File: config.mk
export PLATFORM = sky130hd
export DESIGN_NAME = simdfe_exception_unit
export DESIGN_NICKNAME = d
export VERILOG_FILES = /design/src/simdfe_pkg.sv /design/src/simdfe_exception_unit.sv
export SDC_FILE = /design/constraint.sdc
export NUM_CORES = 1
export LEC_CHECK = 0
export BUFFER_PORTS_ARGS = -buffer_cell sky130_fd_sc_hd__buf_4
export CAP_MARGIN = 10
export CELL_PAD_IN_SITES_DETAIL_PLACEMENT = 1
export CELL_PAD_IN_SITES_GLOBAL_PLACEMENT = 1
export CORE_MARGIN = 5
export CORE_UTILIZATION = 31
export CTS_BUF_LIST = sky130_fd_sc_hd__clkbuf_4
export CTS_CLUSTER_DIAMETER = 80
export DETAILED_ROUTE_END_ITERATION = 8
export PLACE_DENSITY = 0.87
export SLEW_MARGIN = 20
export SYNTH_ARGS = -nofsm -noshare
export SYNTH_HDL_FRONTEND = slang
export SYNTH_SLANG_ARGS = --single-unit
File: constraint.sdc
create_clock -name i_clk -period 1.8 [get_ports i_clk]
set_clock_uncertainty 0.05 [all_clocks]
set_input_delay 0.18 -clock i_clk [delete_from_list [all_inputs] [get_ports i_clk]]
set_output_delay 0.18 -clock i_clk [all_outputs]
set_load 0.01 [all_outputs]
File: src/simdfe_pkg.sv
`default_nettype none

package simdfe_pkg;

    // ---------------------------------------------------------------
    // Geometry and register map
    // ---------------------------------------------------------------
    localparam int LANES = 4;
    localparam int ADDR_W = 4;
    localparam logic [ADDR_W-1:0] OFF_CTRL_STATUS = 4'h0;
    localparam logic [ADDR_W-1:0] OFF_UNIT_STATE = 4'h4;

    // ---------------------------------------------------------------
    // Control/status fields
    // ---------------------------------------------------------------
    localparam int BIT_INVALID_FLAG = 0;
    localparam int BIT_DENORMAL_FLAG = 1;
    localparam int BIT_DIVZERO_FLAG = 2;
    localparam int BIT_OVERFLOW_FLAG = 3;
    localparam int BIT_UNDERFLOW_FLAG = 4;
    localparam int BIT_INEXACT_FLAG = 5;
    localparam int BIT_DAZ = 6;
    localparam int BIT_INVALID_MASK = 7;
    localparam int BIT_DENORMAL_MASK = 8;
    localparam int BIT_DIVZERO_MASK = 9;
    localparam int BIT_OVERFLOW_MASK = 10;
    localparam int BIT_UNDERFLOW_MASK = 11;
    localparam int BIT_INEXACT_MASK = 12;
    localparam int BIT_FTZ = 15;
    localparam int BIT_OS_SIMD_FAULT_ENABLE = 10;
    localparam int FLAG_LSB = 0;
    localparam int MASK_LSB = 7;
    localparam int NCOND = 6;

    localparam logic [31:0] CTRL_RESET = 32'h0000_1f80;
    localparam logic [31:0] CTRL_WRITABLE = 32'h0000_ffff;

    // ---------------------------------------------------------------
    // Instruction classes and sequencer states
    // ---------------------------------------------------------------
    typedef enum logic [2:0] {
        KIND_ARITH = 3'h0,
        KIND_DIV_DOUBLE = 3'h1,
        KIND_CMP_ORDERED = 3'h2,
        KIND_CMP_SIGNALING = 3'h3,
        KIND_CMP_QUIET = 3'h4,
        KIND_CONVERT = 3'h5,
        KIND_RECIP_APPROX = 3'h6
    } simdfe_kind_t;

    typedef enum logic [2:0] {
        ST_IDLE = 3'h0,
        ST_FAULT_PRE = 3'h1,
        ST_WAIT_RESULT = 3'h2,
        ST_FAULT_POST = 3'h3
    } simdfe_state_t;

endpackage : simdfe_pkg

`default_nettype wire

File: src/simdfe_exception_unit.sv
// What this block does
// - Unmasked invalid faults and holds all operands
// - Quiet NaN invalid only for signaling compares
// - Invalid, divzero, overflow ignore flush-to-zero
// - Denormal input sets flag bit 1, mask 8
// - Conversions and approximations never flag denormal
// - Denormals-as-zero replaces denormal with signed zero
// - Double divide of finite nonzero by zero
// - Rounded result too large flags overflow
// - Masked underflow needs tiny and inexact
// - Underflow flag bit 4, mask bit 11
// - Flush-to-zero with masked underflow zeroes tiny results
// - Unrepresentable result raises inexact, mask bit 12
// - Inexact still reported under flush-to-zero
// - Pre-compute checks before post-compute checks
// - Fault may be raised once per phase
// - All masked: write results, no fault
// - Masked tiny exact result leaves underflow flag, except under flush-to-zero
// - Per-lane flags ORed into status flags
// - Unmasked pre conditions flag, hold and fault in one cycle
// - OS enable picks SIMD fault or invalid-opcode
// - Handler return resumes at post-compute checking
// - Invalid flag bit 0, mask bit 7
// - Unmasked post conditions flag, hold, fault, complete
// - Masked results withheld until unmasked faults handled
`default_nettype none

module simdfe_exception_unit (
    input wire logic i_clk,
    input wire logic i_reset_n,
    input wire logic i_clk_en,
    input wire logic [simdfe_pkg::ADDR_W-1:0] i_addr,
    input wire logic [31:0] i_wdata,
    input wire logic i_wr,
    input wire logic i_rd,
    output logic [31:0] o_rdata,
    input wire logic [31:0] i_system_control_reg,
    input wire logic i_op_valid,
    input wire logic [2:0] i_op_kind,
    input wire logic [simdfe_pkg::LANES-1:0] i_lane_en,
    input wire logic [simdfe_pkg::LANES-1:0] i_src_snan,
    input wire logic [simdfe_pkg::LANES-1:0] i_src_qnan,
    input wire logic [simdfe_pkg::LANES-1:0] i_src_bad_arith,
    input wire logic [simdfe_pkg::LANES-1:0] i_src_denormal,
    input wire logic [simdfe_pkg::LANES-1:0] i_src_sign,
    input wire logic [simdfe_pkg::LANES-1:0] i_divisor_zero,
    input wire logic [simdfe_pkg::LANES-1:0] i_dividend_finite_nz,
    input wire logic i_res_valid,
    input wire logic [simdfe_pkg::LANES-1:0] i_res_overflow,
    input wire logic [simdfe_pkg::LANES-1:0] i_res_tiny,
    input wire logic [simdfe_pkg::LANES-1:0] i_res_inexact,
    input wire logic [simdfe_pkg::LANES-1:0] i_res_sign,
    input wire logic i_handler_return,
    output logic o_busy,
    output logic o_compute_go,
    output logic o_commit,
    output logic o_hold_operands,
    output logic o_simd_fp_fault,
    output logic o_invalid_opcode_fault,
    output logic [simdfe_pkg::LANES-1:0] o_src_zero,
    output logic [simdfe_pkg::LANES-1:0] o_src_zero_sign,
    output logic [simdfe_pkg::LANES-1:0] o_res_flush,
    output logic [simdfe_pkg::LANES-1:0] o_res_flush_sign
);

    // ---------------------------------------------------------------
    // Helpers
    // ---------------------------------------------------------------
    // A quiet NaN only counts as invalid for the signaling compare forms.
    function automatic logic qnan_signals(input logic [2:0] kind);
        qnan_signals = (kind == simdfe_pkg::KIND_CMP_ORDERED) ||
                       (kind == simdfe_pkg::KIND_CMP_SIGNALING);
    endfunction : qnan_signals

    function automatic logic any_lane(input logic [simdfe_pkg::LANES-1:0] v);
        any_lane = |v;
    endfunction : any_lane

    // ---------------------------------------------------------------
    // State
    // ---------------------------------------------------------------
    simdfe_pkg::simdfe_state_t state_q;
    simdfe_pkg::simdfe_state_t state_d;
    logic [31:0] ctrl_q;
    logic [31:0] ctrl_d;
    logic [31:0] rdata_q;
    logic compute_go_q;
    logic commit_q;
    logic hold_q;
    logic simd_fault_q;
    logic opc_fault_q;
    logic last_opc_fault_q;
    logic [simdfe_pkg::LANES-1:0] src_zero_q;
    logic [simdfe_pkg::LANES-1:0] src_zero_sign_q;
    logic [simdfe_pkg::LANES-1:0] flush_q;
    logic [simdfe_pkg::LANES-1:0] flush_sign_q;

    // ---------------------------------------------------------------
    // Control fields
    // ---------------------------------------------------------------
    wire daz_on = ctrl_q[simdfe_pkg::BIT_DAZ];
    wire ftz_on = ctrl_q[simdfe_pkg::BIT_FTZ];
    wire m_inv = ctrl_q[simdfe_pkg::BIT_INVALID_MASK];
    wire m_den = ctrl_q[simdfe_pkg::BIT_DENORMAL_MASK];
    wire m_dz = ctrl_q[simdfe_pkg::BIT_DIVZERO_MASK];
    wire m_ovf = ctrl_q[simdfe_pkg::BIT_OVERFLOW_MASK];
    wire m_unf = ctrl_q[simdfe_pkg::BIT_UNDERFLOW_MASK];
    wire m_inx = ctrl_q[simdfe_pkg::BIT_INEXACT_MASK];
    wire os_fault_en = i_system_control_reg[simdfe_pkg::BIT_OS_SIMD_FAULT_ENABLE];

    // ---------------------------------------------------------------
    // Pre-computation detection, one bit per lane
    // ---------------------------------------------------------------
    wire take_op = i_op_valid && (state_q == simdfe_pkg::ST_IDLE);
    wire take_res = i_res_valid && (state_q == simdfe_pkg::ST_WAIT_RESULT);
    wire no_denorm_kind = (i_op_kind == simdfe_pkg::KIND_CONVERT) ||
                          (i_op_kind == simdfe_pkg::KIND_RECIP_APPROX);
    // None of these terms looks at flush-to-zero.
    wire [simdfe_pkg::LANES-1:0] lane_inv = i_lane_en & (i_src_snan | i_src_bad_arith |
        (i_src_qnan & {simdfe_pkg::LANES{qnan_signals(i_op_kind)}}));
    // With denormals-as-zero the operand is a zero, so nothing is left to flag.
    wire [simdfe_pkg::LANES-1:0] lane_den = i_lane_en & i_src_denormal &
        {simdfe_pkg::LANES{!no_denorm_kind && !daz_on}};
    wire [simdfe_pkg::LANES-1:0] lane_dz = i_lane_en & i_divisor_zero & i_dividend_finite_nz &
        {simdfe_pkg::LANES{i_op_kind == simdfe_pkg::KIND_DIV_DOUBLE}};
    wire pre_inv = any_lane(lane_inv);
    wire pre_den = any_lane(lane_den);
    wire pre_dz = any_lane(lane_dz);
    wire pre_unmasked = (pre_inv && !m_inv) || (pre_den && !m_den) ||
                        (pre_dz && !m_dz);

    // ---------------------------------------------------------------
    // Post-computation detection
    // ---------------------------------------------------------------
    wire [simdfe_pkg::LANES-1:0] lane_flush = i_res_tiny &
        {simdfe_pkg::LANES{ftz_on && m_unf}};
    // A flushed lane lost its value, so it is inexact whatever the mode.
    wire [simdfe_pkg::LANES-1:0] lane_inx = i_res_inexact | lane_flush;
    wire [simdfe_pkg::LANES-1:0] lane_unf = i_res_tiny &
        (lane_inx | {simdfe_pkg::LANES{!m_unf}});
    wire post_ovf = any_lane(i_res_overflow);
    wire post_unf = any_lane(lane_unf);
    wire post_inx = any_lane(lane_inx);
    wire post_unmasked = (post_ovf && !m_ovf) || (post_unf && !m_unf) ||
                         (post_inx && !m_inx);

    // Masked and unmasked conditions all set their flags together.
    wire [simdfe_pkg::NCOND-1:0] flag_set = {
        take_res && post_inx,
        take_res && post_unf,
        take_res && post_ovf,
        take_op && pre_dz,
        take_op && pre_den,
        take_op && pre_inv
    };

    // ---------------------------------------------------------------
    // Register access
    // ---------------------------------------------------------------
    wire wr_ctrl = i_wr && (i_addr == simdfe_pkg::OFF_CTRL_STATUS);
    wire [31:0] unit_state = {27'h0000000, last_opc_fault_q, state_q, o_busy};
    wire [31:0] rd_mux = (i_addr == simdfe_pkg::OFF_CTRL_STATUS) ? ctrl_q :
                         (i_addr == simdfe_pkg::OFF_UNIT_STATE) ? unit_state : 32'h0000_0000;

    // Hardware setting a flag wins over a software write in the same cycle.
    always_comb
    begin
        ctrl_d = wr_ctrl ? (i_wdata & simdfe_pkg::CTRL_WRITABLE) : ctrl_q;
        ctrl_d[simdfe_pkg::FLAG_LSB +: simdfe_pkg::NCOND] =
            ctrl_d[simdfe_pkg::FLAG_LSB +: simdfe_pkg::NCOND] | flag_set;
    end

    // ---------------------------------------------------------------
    // Two-phase sequencer
    // ---------------------------------------------------------------
    always_comb
    begin
        state_d = state_q;
        case (state_q)
            simdfe_pkg::ST_IDLE:
            begin
                if (i_op_valid)
                begin
                    state_d = pre_unmasked ? simdfe_pkg::ST_FAULT_PRE :
                              simdfe_pkg::ST_WAIT_RESULT;
                end
            end
            simdfe_pkg::ST_FAULT_PRE:
            begin
                if (i_handler_return)
                begin
                    state_d = simdfe_pkg::ST_WAIT_RESULT;
                end
            end
            simdfe_pkg::ST_WAIT_RESULT:
            begin
                if (i_res_valid)
                begin
                    state_d = post_unmasked ? simdfe_pkg::ST_FAULT_POST :
                              simdfe_pkg::ST_IDLE;
                end
            end
            simdfe_pkg::ST_FAULT_POST:
            begin
                if (i_handler_return)
                begin
                    state_d = simdfe_pkg::ST_IDLE;
                end
            end
            default:
            begin
                state_d = simdfe_pkg::ST_IDLE;
            end
        endcase
    end

    wire raise_fault = (take_op && pre_unmasked) || (take_res && post_unmasked);
    wire pre_return = (state_q == simdfe_pkg::ST_FAULT_PRE) && i_handler_return;
    wire post_return = (state_q == simdfe_pkg::ST_FAULT_POST) && i_handler_return;
    wire go_next = (take_op && !pre_unmasked) || pre_return;
    // Results leave only once no unmasked fault is pending.
    wire commit_next = (take_res && !post_unmasked) || post_return;
    wire fault_state = (state_d == simdfe_pkg::ST_FAULT_PRE) ||
                       (state_d == simdfe_pkg::ST_FAULT_POST);

    // ---------------------------------------------------------------
    // Flip-flops
    // ---------------------------------------------------------------
    always_ff @(posedge i_clk or negedge i_reset_n)
    begin
        if (!i_reset_n)
        begin
            state_q <= simdfe_pkg::ST_IDLE;
            ctrl_q <= simdfe_pkg::CTRL_RESET;
            rdata_q <= 32'h0000_0000;
        end
        else if (i_clk_en)
        begin
            state_q <= state_d;
            ctrl_q <= ctrl_d;
            rdata_q <= i_rd ? rd_mux : 32'h0000_0000;
        end
    end

    always_ff @(posedge i_clk or negedge i_reset_n)
    begin
        if (!i_reset_n)
        begin
            compute_go_q <= 1'b0;
            commit_q <= 1'b0;
            hold_q <= 1'b0;
            simd_fault_q <= 1'b0;
            opc_fault_q <= 1'b0;
            last_opc_fault_q <= 1'b0;
        end
        else if (i_clk_en)
        begin
            compute_go_q <= go_next;
            commit_q <= commit_next;
            hold_q <= fault_state;
            simd_fault_q <= raise_fault && os_fault_en;
            opc_fault_q <= raise_fault && !os_fault_en;
            if (raise_fault)
            begin
                last_opc_fault_q <= !os_fault_en;
            end
        end
    end

    always_ff @(posedge i_clk or negedge i_reset_n)
    begin
        if (!i_reset_n)
        begin
            src_zero_q <= '0;
            src_zero_sign_q <= '0;
            flush_q <= '0;
            flush_sign_q <= '0;
        end
        else if (i_clk_en)
        begin
            if (take_op)
            begin
                src_zero_q <= i_lane_en & i_src_denormal & {simdfe_pkg::LANES{daz_on}};
                src_zero_sign_q <= i_src_sign;
            end
            if (take_res)
            begin
                flush_q <= lane_flush;
                flush_sign_q <= i_res_sign;
            end
        end
    end

    assign o_rdata = rdata_q;
    assign o_busy = (state_q != simdfe_pkg::ST_IDLE);
    assign o_compute_go = compute_go_q;
    assign o_commit = commit_q;
    assign o_hold_operands = hold_q;
    assign o_simd_fp_fault = simd_fault_q;
    assign o_invalid_opcode_fault = opc_fault_q;
    assign o_src_zero = src_zero_q;
    assign o_src_zero_sign = src_zero_sign_q;
    assign o_res_flush = flush_q;
    assign o_res_flush_sign = flush_sign_q;
endmodule : simdfe_exception_unit

`default_nettype wire

==> results.cfg <==
[run_status]
outcome = finished, final reports clean

[synthesis]
yosys_warn_count = 0
synth_top_area_share = 0.4564
synth_area_leader_cell = dfrtp_1
synth-edff-count = 0
netlist_area_um2 = 2796
syn-instance-count = 256
synth_seq_area_share = 0.5128
synth.top_cells.by_area = dfrtp_1, dfstp_2, mux2_2
synth.area.mux_share = 0.1083
dominant_combinational_cell_family_by_area_after_synthesis = compound AO/OA/AOI/OAI gates
synth_xor_xnor_area_share = 0.003132
synth_compound_area_frac = 0.1776
yosys_register_bits = 57
yosys.area_share.adder = 0
synth-simple-area-share = 0.1257
async_reset_ff_frac = 1.000
synth_ff_type = dfrtp_1
yosysUniqueCellTypes = 51
syn-mean-instance-area_um2 = 10.92

[global_routing]
first_global_vias = 2901
grt_util_all_layers = 0.1678
grt_antenna_before_repair = 1
wire_length_of_the_first_global_routing_pass_um = 14860
grt_max_degree = 58
grt-ovfl-total = 0

[pwr]
p_leak_uw = 0.002083
max-vdd-ir-drop_mv = 0.3085
power_per_cell_area_nw_per_um2 = 929.2

[floorplan]
std_cell_rows = 34
die_y_um = 105.0
die_width_um = 105.0
fp.dieArea_um2 = 11020
io-pin-count = 181
core_region_area_um2 = 8763
initial_utilization = 0.3191

[placement]
gp_congestion = 0.7761
placed_cell_area_um2 = 3800
io_buffer_count = 117
detailedPlacementHpwl_um = 6537

[detailed_routing]
drc_errors = 0
routedWlPerCell_um = 16.98
drt-total-wl_um = 9150
detailed_route_iter0_violations = 51
ant_nets = 0
routed-via-count = 2605
drt-vias-per-instance = 4.833
first_pass_drt_iterations = 4

[layout]
final_net_count = 552
area_growth_syn_to_layout_pct = 55.39
register_area_um2 = 1434
stdcell_area_um2 = 4345
multiInputGateArea_um2 = 1245
mostFrequentLayoutCell = buf_4
drive_gt1_frac = 0.4349
layout.cells.most_common_list = buf_4, dfrtp_1, dlygate4sd3_1
n_fill_cell = 998

[critical_path]
crit_type = in2reg
critical_path_required_ps = 2020
crit_arrival_ps = 1980
reg2reg_from = ctrl_q[6]$_DFFE_PN0P_
crit_path_start_kind = primary input
r2r_cells = 5
crit_path_start = i_res_tiny[2]
critPathMaxFanout = 4
crit_end_element = flip-flop

[clock_tree]
tritoncts.num_buffers = 9
clock_latency_ps = 410
clock_tree.root_cell = clkbuf_4
clock_transition_at_the_registers_of_the_reported_paths_ps = 100
htree_levels = 3
clockBufferDepth = 2
clkSinkCount = 57
clock_tree_from_tritoncts = done

[sta]
finalCritPeriodShare = 0.9725
hold_viol_final = 0
timing.slew.headroom = 0.5105
fin_setup_tns_ps = 0
final_max_slew_viol_count = 0
tightestPinTransition_ps = 734.3
fmaxAchievable_mhz = 571.2
layout_min_cycle_time_ps = 1751
rsz_0062_raised_after_global_routing = false
setup_viol = 0

[hold_path]
worst_hold_path_type = in2reg
min_from = i_handler_return
min_path_cells = 3

[job]
max-cap-violations = 0
-- cell usage after synthesis (2+ instances only) --
master and n:
dfrtp_1 51, nand2_1 31, buf_4 16, o21ai_1 15, mux2_2 14, o21ai_0 12, inv_1 11, a22o_1 10
mux2i_1 10, nand3_1 9, dfstp_2 6, nor2_1 5, o22ai_1 5, a21oi_1 4, a22oi_1 4, clkbuf_1 4
mux2_1 4, buf_2 3, nand2b_1 3, o21ai_2 3, a21oi_2 2, a31oi_1 2, nand3b_1 2, nor4_1 2
o2bb2ai_1 2
-- sequential cells by signal, summed over array words and instances, names as in the netlist --
register,flops
ctrl_q,16
o_hold_operands,1
o_src_zero_sign,4
o_res_flush_sign,4
o_simd_fp_fault,1
state_q,3
o_src_zero,4
o_rdata,16
last_opc_fault_q,1
o_res_flush,4
o_invalid_opcode_fault,1
o_commit,1
o_compute_go,1
-- timing repair --
item                                    in CTS  in global routing
setup buffers                                1                  2
resized for setup                            0                  3
hold endpoints to repair                    83                  0
cloned                                       0                  0
hold buffers                                38                  0
endpoints found under the setup margin       1                  6
pin swaps                                    0                  5
-- report_power, final --
group	switching [uW]	internal (uW)	leakage (uW)	total, uW
clock network	550	294	0.0000629	844
logic	621	753	0.00130	1370
registers	231	1590	0.000719	1820
total	1400	2640	0.00208	4040
-- layout make-up --
cell class / instances / share of cell area
timing repair buffer: 167 / 0.3133
clock buffer: 9 / 0.01555
antenna: 1 / 0.0005759
clock inverter: 7 / 0.01267
sequential: 57 / 0.3300
tap: 108 / 0.03110
inverter: 12 / 0.01037
multi-input combinational: 178 / 0.2865
-- metal layers --
layer  part of all wire  GRT usage  vias to the layer above
li1                   -          -                     1229
met3              0.074    0.05179                       12
met1               0.39     0.1940                     1256
met4              0.016    0.05936                        0
met5                  0          0                        -
met2               0.52     0.2923                      108
-- stage by stage --
| stage | cells | total power [uW] | setup slack [ps] | util | hold WS [ps] |
|---|---|---|---|---|---|
| 6_report | 539 | 4038 | 49.43 | 0.4959 | 46.49 |
| 5_1_grt | 539 | 4318 | 6.775 | 0.4959 | 41.99 |
| 4_1_cts | 537 | 4056 | 4.753 | 0.4919 | 11.66 |
| 3_5_place_dp | 482 | 3115 | 57.00 | 0.4336 | 242.0 |
| 3_3_place_gp | 482 | 3035 | 76.23 | 0.4336 | 230.6 |
| 2_1_floorplan | 271 | 2455 | 270.5 | - | -165.6 |
-- path summary, 6_finish.rpt --
kind	slack [ps]	to
max	50	o_hold_operands$_DFFE_PN0P_
min	50	o_hold_operands$_DFFE_PN0P_
max reg2reg	210	o_hold_operands$_DFFE_PN0P_
min reg2reg	450	o_src_zero[1]$_DFFE_PN0P_
max in group asynchronous	880	ctrl_q[0]$_DFFE_PN0P_
min in group asynchronous	320	o_res_flush[2]$_DFFE_PN0P_
-- critical path, cell delays in order --
cell and delay [ps]:
dlygate4sd3_1 540, buf_4 150, or4_4 450, o2bb2ai_4 170, nor2_4 120, nor2_2 60, a31oi_4 190, a31oi_1 110
-- cell families after synthesis --
group | count (synthesis)
compound gates | 69
xor+xnor | 1
flops | 57
other cells | 1
simple gates | 64
mux | 28
buf+inv | 36
Power figures use the tool's default switching activity.
